**src/stp_pkg.sv**
```systemverilog
/*
 Shared constants and types of the SMBus target block: addresses, timing
 counts, register map of the bus slave, state encoding and the state struct.
 Assumes a 100 MHz system clock.
*/
package stp_pkg;

   // Bus addresses and the alert-response reply
   localparam logic [6:0] STP_DEV_ADDR = 7'h4c;  // Own target address
   localparam logic [6:0] STP_ARA_ADDR = 7'h0c;  // Alert response address
   localparam logic [7:0] STP_ARA_RESP = 8'h98;  // Own address plus zero bit

   // Timing, each figure in ms and then in clock cycles
   localparam int STP_CLK_KHZ   = 100000;
   localparam int STP_PWRUP_MS  = 15;
   localparam int STP_TOUT_MS   = 30;
   localparam int STP_PWRUP_CYC = STP_PWRUP_MS * STP_CLK_KHZ;
   localparam int STP_TOUT_CYC  = STP_TOUT_MS * STP_CLK_KHZ;

   // Register byte offsets
   localparam logic [7:0] STP_REG_CTRL = 8'h00;  // Timeout enable, alert mask
   localparam logic [7:0] STP_REG_STAT = 8'h04;  // Sticky status, write 1 clears
   localparam logic [7:0] STP_REG_PTR  = 8'h08;  // Pointer and protocol state

   // Control field positions
   localparam int STP_CTRL_TOUT = 0;
   localparam int STP_CTRL_MASK = 1;

   // Protocol states
   typedef enum logic [2:0] {
      ST_IDLE = 3'b000,  // Waiting for START
      ST_ADDR = 3'b001,  // Shifting address byte
      ST_AACK = 3'b010,  // Driving address acknowledge
      ST_RX   = 3'b011,  // Receiving a byte
      ST_RACK = 3'b100,  // Driving byte acknowledge
      ST_TX   = 3'b101,  // Sending a byte
      ST_TACK = 3'b110,  // Sampling host acknowledge
      ST_WAIT = 3'b111   // Ignoring bus until START or STOP
   } stp_state_t;

   // Classic Wishbone request
   typedef struct packed {
      logic        cyc;
      logic        stb;
      logic        we;
      logic [7:0]  adr;
      logic [3:0]  sel;
      logic [31:0] dat;
   } stp_wb_req_t;

   // Whole state of the target
   typedef struct packed {
      logic [2:0]  scl_s;     // Clock pin synchroniser
      logic [2:0]  sda_s;     // Data pin synchroniser
      logic        scl_f;     // Filtered clock level
      logic        sda_f;     // Filtered data level
      stp_state_t  st;        // Protocol state
      logic [3:0]  cnt;       // Bit counter
      logic [7:0]  sr;        // Receive shifter
      logic [7:0]  tx;        // Transmit shifter
      logic [1:0]  byte_idx;  // Bytes taken after address
      logic        is_ara;    // Current read is alert response
      logic        rnw;       // Read transfer
      logic        sda_oe;    // Pulling data line low
      logic [7:0]  ptr;       // Register pointer
      logic        wr;        // Register write strobe
      logic        rd;        // Register read strobe
      logic [7:0]  wdata;     // Register write data
      logic        tout_en;   // Timeout enable
      logic        mask;      // Alert mask
      logic [7:0]  status;    // Sticky alert status
      logic        alert;     // Alert pin pulled low
      logic [21:0] tcnt;      // Clock-low counter
      logic [21:0] pcnt;      // Power-up counter
      logic        ready;     // Power-up window over
      logic        wb_ack;    // Bus acknowledge
      logic [31:0] wb_dat;    // Bus read data
   } stp_regs_t;

   // Reset state; pin filters start at the idle-high level, so no false edge follows reset
   localparam stp_regs_t STP_REGS_RST = '{scl_s: 3'h7, sda_s: 3'h7, scl_f: 1'b1, sda_f: 1'b1,
                                          st: ST_IDLE, default: '0};

endpackage : stp_pkg

```
**src/stp_smbus_target.sv**
```systemverilog
/*
 SMBus target with alert response, timeout and power-up window.
 Assumes the host drives the clock pin, the bench resolves the open-drain
 wires from the enables, and an outer register map answers reg_rdata_i
 combinationally for reg_ptr_o.
*/
// The register addresses and the Wishbone interface to the registers are this design's own decisions.
// Behaviour
// RULE1 - Ignore bus for 15 ms after reset
// RULE2 - Accept send, receive, read, write, alert response
// RULE3 - Wrong address or protocol: no ack, no change
// RULE4 - Follow real clock edges, tolerate stretching
// RULE5 - Write Byte stores data into addressed register
// RULE6 - Read Byte returns addressed register byte
// RULE7 - Send Byte loads pointer only
// RULE8 - Receive Byte reads register at pointer
// RULE9 - Answer only fixed address 1001_100
// RULE10 - Alert pin serves interrupt or SMBus alert
// RULE11 - Host reads alert response address after alert
// RULE12 - Active alert answers ARA with 1001_1000
// RULE13 - Check each sent bit for arbitration loss
// RULE14 - Complete alert response sets alert mask
// RULE15 - Alert response leaves status flags alone
// RULE16 - Clock low over 30 ms resets protocol
// RULE17 - Timeout only when timeout enable set
// RULE18 - Alert holds until status flags cleared
// RULE19 - Timeout releases data, keeps registers
// RULE20 - Register address byte also updates pointer
`timescale 1ns/1ns
module stp_smbus_target #(
   parameter int PWRUP_CYC = stp_pkg::STP_PWRUP_CYC,
   parameter int TOUT_CYC  = stp_pkg::STP_TOUT_CYC
) (
   // Clock and reset
   input  wire logic                clk_i,
   input  wire logic                rst_i,
   // Wishbone slave
   input  wire stp_pkg::stp_wb_req_t wb_i,
   output logic [31:0]              wb_dat_o,
   output logic                     wb_ack_o,
   // Bus pins
   input  wire logic                serial_clock_pin_i,
   input  wire logic                serial_data_pin_i,
   output logic                     serial_data_pin_o,
   output logic                     serial_data_pin_oe_o,
   output logic                     alert_pin_o,
   output logic                     alert_pin_oe_o,
   // Outer register map
   output logic [7:0]               reg_ptr_o,
   output logic                     reg_wr_o,
   output logic                     reg_rd_o,
   output logic [7:0]               reg_wdata_o,
   input  wire logic [7:0]          reg_rdata_i,
   // Out-of-limit events
   input  wire logic [7:0]          alert_event_i
);
   import stp_pkg::*;

   stp_regs_t  r;         // Registered state
   stp_regs_t  n;         // Next state
   logic       rise;      // Clock rising edge
   logic       fall;      // Clock falling edge
   logic       start;     // START seen
   logic       stop;      // STOP seen
   logic       tout;      // Clock-low timeout
   logic       ara_done;  // Alert response finished uncontested
   logic       bus_req;   // New bus access
   logic [7:0] clr;       // Status bits written with one

   // Next-state logic
   always_comb begin
      n        = r;
      n.wr     = 1'b0;
      n.rd     = 1'b0;
      n.wb_ack = 1'b0;
      ara_done = 1'b0;
      clr      = 8'h00;
      // Three-stage sync; a level counts once stages two and three agree
      n.scl_s  = {r.scl_s[1:0], serial_clock_pin_i};
      n.sda_s  = {r.sda_s[1:0], serial_data_pin_i};
      if (r.scl_s[1] == r.scl_s[2]) begin
         n.scl_f = r.scl_s[2];
      end
      if (r.sda_s[1] == r.sda_s[2]) begin
         n.sda_f = r.sda_s[2];
      end
      // Edges follow the real clock level, so stretching is harmless
      rise  = ~r.scl_f & n.scl_f;  // RULE4
      fall  = r.scl_f & ~n.scl_f;  // RULE4
      start = r.scl_f & n.scl_f & r.sda_f & ~n.sda_f;
      stop  = r.scl_f & n.scl_f & ~r.sda_f & n.sda_f;

      // Power-up window
      if (!r.ready) begin
         n.pcnt = r.pcnt + 22'h1;
         if (r.pcnt == 22'(PWRUP_CYC - 1)) begin
            n.ready = 1'b1;  // RULE1
         end
      end

      // Clock-low counter, idle while disabled
      tout = 1'b0;
      if (!r.tout_en || n.scl_f) begin
         n.tcnt = 22'h0;  // RULE17
      end else if (r.tcnt == 22'(TOUT_CYC)) begin
         tout = 1'b1;  // RULE16
      end else begin
         n.tcnt = r.tcnt + 22'h1;
      end

      // Protocol engine
      case (r.st)
         // Address byte
         ST_ADDR: begin
            if (rise) begin
               n.sr  = {r.sr[6:0], n.sda_f};
               n.cnt = r.cnt + 4'h1;
            end else if (fall && r.cnt == 4'h8) begin
               if (r.ready && r.sr[7:1] == STP_DEV_ADDR) begin
                  n.st     = ST_AACK;  // RULE9
                  n.sda_oe = 1'b1;
                  n.is_ara = 1'b0;
                  n.rnw    = r.sr[0];
               end else if (r.ready && r.sr[7:1] == STP_ARA_ADDR && r.sr[0] && r.alert) begin
                  n.st     = ST_AACK;  // RULE12
                  n.sda_oe = 1'b1;
                  n.is_ara = 1'b1;
                  n.rnw    = 1'b1;
               end else begin
                  n.st = ST_WAIT;  // RULE3
               end
            end
         end
         // Address acknowledge, then turn to read or write
         ST_AACK: begin
            if (fall) begin
               n.cnt = 4'h0;
               if (r.rnw) begin
                  n.tx     = r.is_ara ? STP_ARA_RESP : reg_rdata_i;  // RULE8
                  n.rd     = ~r.is_ara;
                  n.sda_oe = r.is_ara ? ~STP_ARA_RESP[7] : ~reg_rdata_i[7];
                  n.st     = ST_TX;
               end else begin
                  n.sda_oe = 1'b0;
                  n.st     = ST_RX;
               end
            end
         end
         // Command or data byte from host
         ST_RX: begin
            if (rise) begin
               n.sr  = {r.sr[6:0], n.sda_f};
               n.cnt = r.cnt + 4'h1;
            end else if (fall && r.cnt == 4'h8) begin
               if (r.byte_idx == 2'd0) begin
                  n.ptr    = r.sr;  // RULE7 RULE20
                  n.sda_oe = 1'b1;
                  n.st     = ST_RACK;
               end else if (r.byte_idx == 2'd1) begin
                  n.wr     = 1'b1;  // RULE5
                  n.wdata  = r.sr;
                  n.sda_oe = 1'b1;
                  n.st     = ST_RACK;
               end else begin
                  n.st = ST_WAIT;  // RULE3
               end
            end
         end
         // Byte acknowledge
         ST_RACK: begin
            if (fall) begin
               n.sda_oe   = 1'b0;
               n.cnt      = 4'h0;
               n.byte_idx = r.byte_idx + 2'd1;
               n.st       = ST_RX;
            end
         end
         // Byte to host, each released one checked against the wire
         ST_TX: begin
            if (rise) begin
               if (!r.sda_oe && !n.sda_f) begin
                  n.st = ST_WAIT;  // RULE13
               end else begin
                  n.cnt = r.cnt + 4'h1;
               end
            end else if (fall) begin
               if (r.cnt == 4'h8) begin
                  n.sda_oe = 1'b0;
                  n.st     = ST_TACK;
               end else begin
                  n.tx     = {r.tx[6:0], 1'b0};  // RULE6
                  n.sda_oe = ~r.tx[6];
               end
            end
         end
         // Host acknowledge ends the single-byte read
         ST_TACK: begin
            if (rise) begin
               ara_done = r.is_ara;  // RULE14
               n.st     = ST_WAIT;
            end
         end
         // Idle and wait states only watch for START or STOP
         ST_IDLE, ST_WAIT: begin
            n.sda_oe = 1'b0;
         end
         default: begin
            n.st = ST_IDLE;
         end
      endcase

      // START restarts the engine, also as repeated START
      if (start) begin
         n.st       = ST_ADDR;  // RULE2
         n.cnt      = 4'h0;
         n.byte_idx = 2'd0;
         n.sda_oe   = 1'b0;
      end
      // STOP or timeout drops the transfer; pointer and registers stay
      if (stop || tout) begin
         n.st     = ST_IDLE;  // RULE19
         n.sda_oe = 1'b0;
         n.cnt    = 4'h0;
      end

      // Wishbone slave, one wait cycle, unmapped reads return zero
      bus_req = wb_i.cyc & wb_i.stb & ~r.wb_ack;
      if (bus_req) begin
         n.wb_ack = 1'b1;
         n.wb_dat = 32'h0;
         case (wb_i.adr)
            STP_REG_CTRL: begin
               n.wb_dat = {30'h0, r.mask, r.tout_en};
               if (wb_i.we && wb_i.sel[0]) begin
                  n.tout_en = wb_i.dat[STP_CTRL_TOUT];  // RULE17
                  n.mask    = wb_i.dat[STP_CTRL_MASK];
               end
            end
            STP_REG_STAT: begin
               n.wb_dat = {24'h0, r.status};
               if (wb_i.we && wb_i.sel[0]) begin
                  clr = wb_i.dat[7:0];
               end
            end
            STP_REG_PTR: begin
               n.wb_dat = {21'h0, r.st, r.ptr};
            end
            default: begin
               n.wb_dat = 32'h0;
            end
         endcase
      end
      // Hardware set wins over software clear; alert response keeps status
      n.status = (r.status & ~clr) | alert_event_i;  // RULE15 RULE18
      if (ara_done) begin
         n.mask = 1'b1;  // RULE14
      end
      n.alert = (|n.status) & ~n.mask;  // RULE10
   end

   // State register
   always_ff @(posedge clk_i) begin
      if (rst_i) begin
         r <= STP_REGS_RST;
      end else begin
         r <= n;
      end
   end

   // Outputs straight from state
   assign wb_dat_o             = r.wb_dat;
   assign wb_ack_o             = r.wb_ack;
   assign serial_data_pin_o    = 1'b0;
   assign serial_data_pin_oe_o = r.sda_oe;
   assign alert_pin_o          = 1'b0;
   assign alert_pin_oe_o       = r.alert;
   assign reg_ptr_o            = r.ptr;
   assign reg_wr_o             = r.wr;
   assign reg_rd_o             = r.rd;
   assign reg_wdata_o          = r.wdata;
endmodule : stp_smbus_target

```
**config.mk**
```make
export PLATFORM = sky130hd
export DESIGN_NAME = stp_smbus_target
export DESIGN_NICKNAME = d
export VERILOG_FILES = /design/src/stp_pkg.sv /design/src/stp_smbus_target.sv
export SDC_FILE = /design/constraint.sdc
export NUM_CORES = 1
export LEC_CHECK = 0
export BUFFER_PORTS_ARGS = -buffer_cell sky130_fd_sc_hd__buf_2
export CAP_MARGIN = 20
export CORE_UTILIZATION = 55
export CTS_BUF_LIST = sky130_fd_sc_hd__clkbuf_8 sky130_fd_sc_hd__clkbuf_16
export CTS_CLUSTER_DIAMETER = 100
export DETAILED_ROUTE_END_ITERATION = 8
export GPL_ROUTABILITY_DRIVEN = 0
export PLACE_DENSITY = 0.8
export SLEW_MARGIN = 20
export SYNTH_ARGS = -nofsm -noshare
export SYNTH_HDL_FRONTEND = slang
export SYNTH_SLANG_ARGS = --single-unit
```
**constraint.sdc**
```tcl
create_clock -name clk_i -period 3.9 [get_ports clk_i]
set_input_delay 0.195 -clock clk_i [delete_from_list [all_inputs] [get_ports clk_i]]
set_output_delay 0.195 -clock clk_i [all_outputs]
set_load 0.01 [all_outputs]
```
Yosys cells after proc, flatten, opt, wreduce, memory -nomap -nowiden
Cells that the tools add are included.
- register bits: 142
- input port bits: 67
- output and inout port bits: 55
- logic and storage cells: 211
- add/subtract/negate cells: 4
- equality and inequality tests: 46
- mux-type cells: 65
- bitwise gates (word level): 29
- reduce and logical (&&, ||, !) cells: 41
- operators with widths (kind ; count):
    $mux W7 ; 8
    $mux W3 ; 15
    $add A22 B1 Y22 const B ; 2
    $ne A3 B3 Y1 const B ; 12
    $mux W33 ; 1
    $pmux W11 S3 ; 1
    $reduce_and A11 Y1 ; 3
    $mux W8 ; 4
    $ne A2 B2 Y1 const B ; 13
    $mux W1 ; 25
    $eq A22 B21 Y1 const B ; 1
    $eq A22 B22 Y1 const B ; 1
    $mux W10 ; 2
    $pmux W3 S6 ; 1
    $not A1 Y1 ; 16
    $pmux W4 S4 ; 1
    $pmux W7 S2 ; 1
    $eq A3 B3 Y1 const B ; 4
    $mux W12 ; 1
    $ne A4 B4 Y1 const B ; 3
    $reduce_and A6 Y1 ; 2
    $reduce_bool A6 Y1 ; 2
    $and A1 B1 Y1 ; 10
    $reduce_or A2 Y1 ; 5
    other kinds (36) ; 51

Longest topological paths before layout
- depth in word-level cells: 10
- mapped depth: 11
- mapped depth without buffers: 8

Least setup slack after synthesis
No wires, ideal clock.
- kind: reg-to-reg
- start: register r[136] (netlist bit)
- end: register r (netlist bit reg_wdata_o[0])
- library setup time: 0.128 ns
- data arrival time: 2.115 ns
- data required time: 3.772 ns
- setup slack: 1.658 ns
- stages on the path, launching flop included: 12
- buffers on the path: 3
- clock period less this slack: 2.242 ns
- path through: dfxtp_1 maj3_1 inv_1 ha_1 buf_2 nor2b_1 and3_1 clkbuf_1 nand4b_1 buf_2 mux2i_1 nor2_1
- RTL lines (element ; RTL line ; RTL):
    start: declaration ; stp_smbus_target.sv:59 ; stp_regs_t r;
    start signal: assignment ; stp_smbus_target.sv:266 ; r <= n;

==> impl_results.md <==
* Clock sinks at between 100 and 150
* Ys async rst share at 0%
* Initial Util at 57.41%
* WS Path Type: reg2reg
* Wire length per cell at 14.99 µm
* Synth area leaders: dfxtp_1, buf_4, nor2_1
* Layout net count at between 700 and 800
* Num ports at approximately 120
* Status: completed
* Proportion of layout cells with a drive suffix above 1 at a little under a fifth
* Grt ovf at 0
* Clk slew on worst S/H paths at 60 ps
* Mean number of vias per cell at 5.680
* Ys Warns at 0
* Post-synthesis cell area at ~0.0060 mm²
* Peak VDD IR at about 0.00027 V
* Min-delay worst type: in2reg
* Clock insertion delay at the later pin of the skew report at 540 ps
* Final HPWL DP at 8.995 mm
* Post-route ant nets at 0
* Nature of the critical path endpoint: register
* Total Wirelength at about 13 mm
* Kind of cell adding the most delay to the critical path: simple AND/OR/NAND/NOR gates
* Min Tclk post-route at 2944 ps
* Leading cell type in the layout, fill and taps excluded: dfxtp_1
* Slew @ Worst Pin at between 800 and 900 ps
* Final Core Density at between 60 and 70%
* Max Cap Viol at 0
* CTS tree: done
* RSZ-0062 raised after global routing: no
* Leak pwr at approximately 2.7 nW
* Crit share post-route at about three quarters
* Post-synth top area cell: dfxtp_1
* # H-tree levels at 4
* Setup violators final at 0
* Slowest stage cell, crit path: nand4b_1
* CP required at ~4300 ps
* CTS root buf: clkbuf_8
* Die Y at about 110 µm
* Initial antenna violation count at 0
* Setup TNS at 0 ps
* Overall Global Routing Usage at 24.29%
* Port Buf Inserts at 71
* CP arrival at roughly 3300 ps
* Area Overhead vs Synth at 12.00%
* Vias at between 4,000 and 5,000
* Clock skew at 7.769 ps
* Drt drc at 0
* Synth Register Bits at 121
* Synthesized instance count at 681
* N_diodes at 0
* First-pass GRT wire length at 21.82 mm
* Worst relative slew slack at 43.78%
* Yosys cell types at 73
* DRT Pass-1 Iters at 5
* Post_cts resized at 0
* Commonest non-fill, non-tap cells in the layout: dfxtp_1, nor2_1, buf_2, nand2_1, mux2i_1
* Die W at 106.5 µm
* Syn avg cell area at approximately 8.8 µm²
* Crit-path max FO at 11
* Startpoint types: register
* Largest net degree at the start of global routing at 79
* Num CTS Buffers at 17
* Share of the yosys chip area belonging to registers at between 40% and 50%
* Slew Viols, Final at 0
* Hold Vio Cnt, Final at 0
* Filler cells at approximately 870
* Power per standard cell area at ~450 mW/mm²
* EDFF count, synth at 0
* Post-synth top area share at between 40 and 50%
* Initial DRC Count at 340
* Worst path bufs/invs at 1
* Most used DFF post-synth: dfxtp_1
* Fmax at about 340 MHz
* Largest stage delay, worst path at approximately 550 ps
* Vias in the first global route at between 4,000 and 5,000
* Die area at roughly 0.011 mm²
* CORE AREA at ~0.010 mm²
* Rows at 37
* Clock Path Buffers at 2
* Crit path cell chain: maj3_1 -> inv_1 -> ha_1 -> nor2b_1 -> and3_1 -> nand4b_1 -> mux2i_1 -> nor2_1
kinds of logic (layout without fill, tap and decap cells):
| family | Yosys count | after routing | synth area share [%] |
|---|---|---|---|
| AOI/OAI and AO/OA | 96 | 96 | 11.04 |
| xor gates and xnor gates | 40 | 40 | 5.832 |
| adders and majority gates | 12 | 12 | 2.416 |
| buffers and inverters | 101 | 130 | 9.956 |
| DFF | 121 | 121 | 40.32 |
| muxes | 29 | 29 | 4.832 |
| other | 1 | 23 | 0.06243 |
| and+or+nand+nor | 281 | 281 | 25.54 |
per-stage QoR:
| stage | total power, mW | instances | worst slack (ps) | cell area (µm²) | hold slack (ps) |
|---|---|---|---|---|---|
| 3_3_place_gp | 1.553 | 829 | 1148 | 6096 | 382.8 |
| 3_5_place_dp | 1.561 | 829 | 1060 | 6096 | 386.6 |
| 5_1_grt | 3.119 | 868 | 723.0 | 6728 | 21.61 |
| 4_1_cts | 3.027 | 868 | 1007 | 6728 | 2.521 |
| 6_report | 3.016 | 868 | 955.6 | 6728 | 17.58 |
| 2_1_floorplan | 1.514 | 703 | 1658 | 6090 | 298.8 |
report_power, final:
part | leakage [nW] | switching [mW] | internal, mW
combinational | 1.50 | 0.136 | 0.0961
clock | 0.260 | 0.611 | 0.856
sequential | 0.980 | 0.0550 | 1.26
state kept, by name, indices dropped and copies added (netlist names):
signal	cells
alert_pin_oe_o	1
n	4
r	85
reg_ptr_o	8
reg_rd_o	1
reg_wdata_o	8
reg_wr_o	1
serial_data_pin_oe_o	1
wb_ack_o	1
wb_dat_o	11
worst min-delay path: cells and delay by family:
| family | cells | cell delay, ps |
|---|---|---|
| AO/OA/AOI/OAI | 1 | 70 |
| buffers and inverters | 1 | 110 |
| AND/OR/NAND/NOR | 2 | 140 |
cell type report:
type	instances	area, µm²	area share (%)
clock buffers	17	414.1	6.156
clock inverters	15	147.6	2.195
repair buffers	79	432.9	6.435
well taps	136	170.2	2.529
flip-flops and latches	121	2422	36.01
inverters	19	71.32	1.060
multi-input cells	481	3069	45.62
cells in the mapped netlist (5+ instances only):
cell,count
a21oi_1,28
a22o_1,12
a31oi_1,5
and2_1,7
and3_1,10
buf_2,6
buf_4,52
clkbuf_1,20
dfxtp_1,121
ha_1,10
inv_1,19
mux2i_1,29
nand2_1,39
nand2b_1,8
nand3_1,26
nand3b_1,8
nand4_1,9
nor2_1,94
nor2b_1,8
nor3_1,16
nor4_1,8
o21ai_0,12
or2_2,7
or3_1,5
xnor2_1,24
xor2_1,16
path summary, 6_finish.rpt:
check	from	end	slack, ps	cells after the start
worst max register to register	r[136]	reg_wdata_o[5]	960	8
worst min-delay path	wb_i[7]	r[86]	20	4
worst min register to register	n[141]	n[142]	440	1
worst max-delay path	r[136]	reg_wdata_o[5]	960	8
routing by layer:
metal	up-vias	GRT usage [%]	wire length, µm
li1	2375	-	-
met1	2336	28.76	5641
met2	182	41.51	6235
met3	37	6.131	832
met4	0	10.57	305
met5	-	0	0
what timing repair did:
item	in CTS	in global routing
endpoints found under the hold margin	7	0
endpoints found under the setup margin	0	0
hold buffers	7	0
buffers inserted	0	0
No activity file was read; power rests on OpenSTA's default activity.
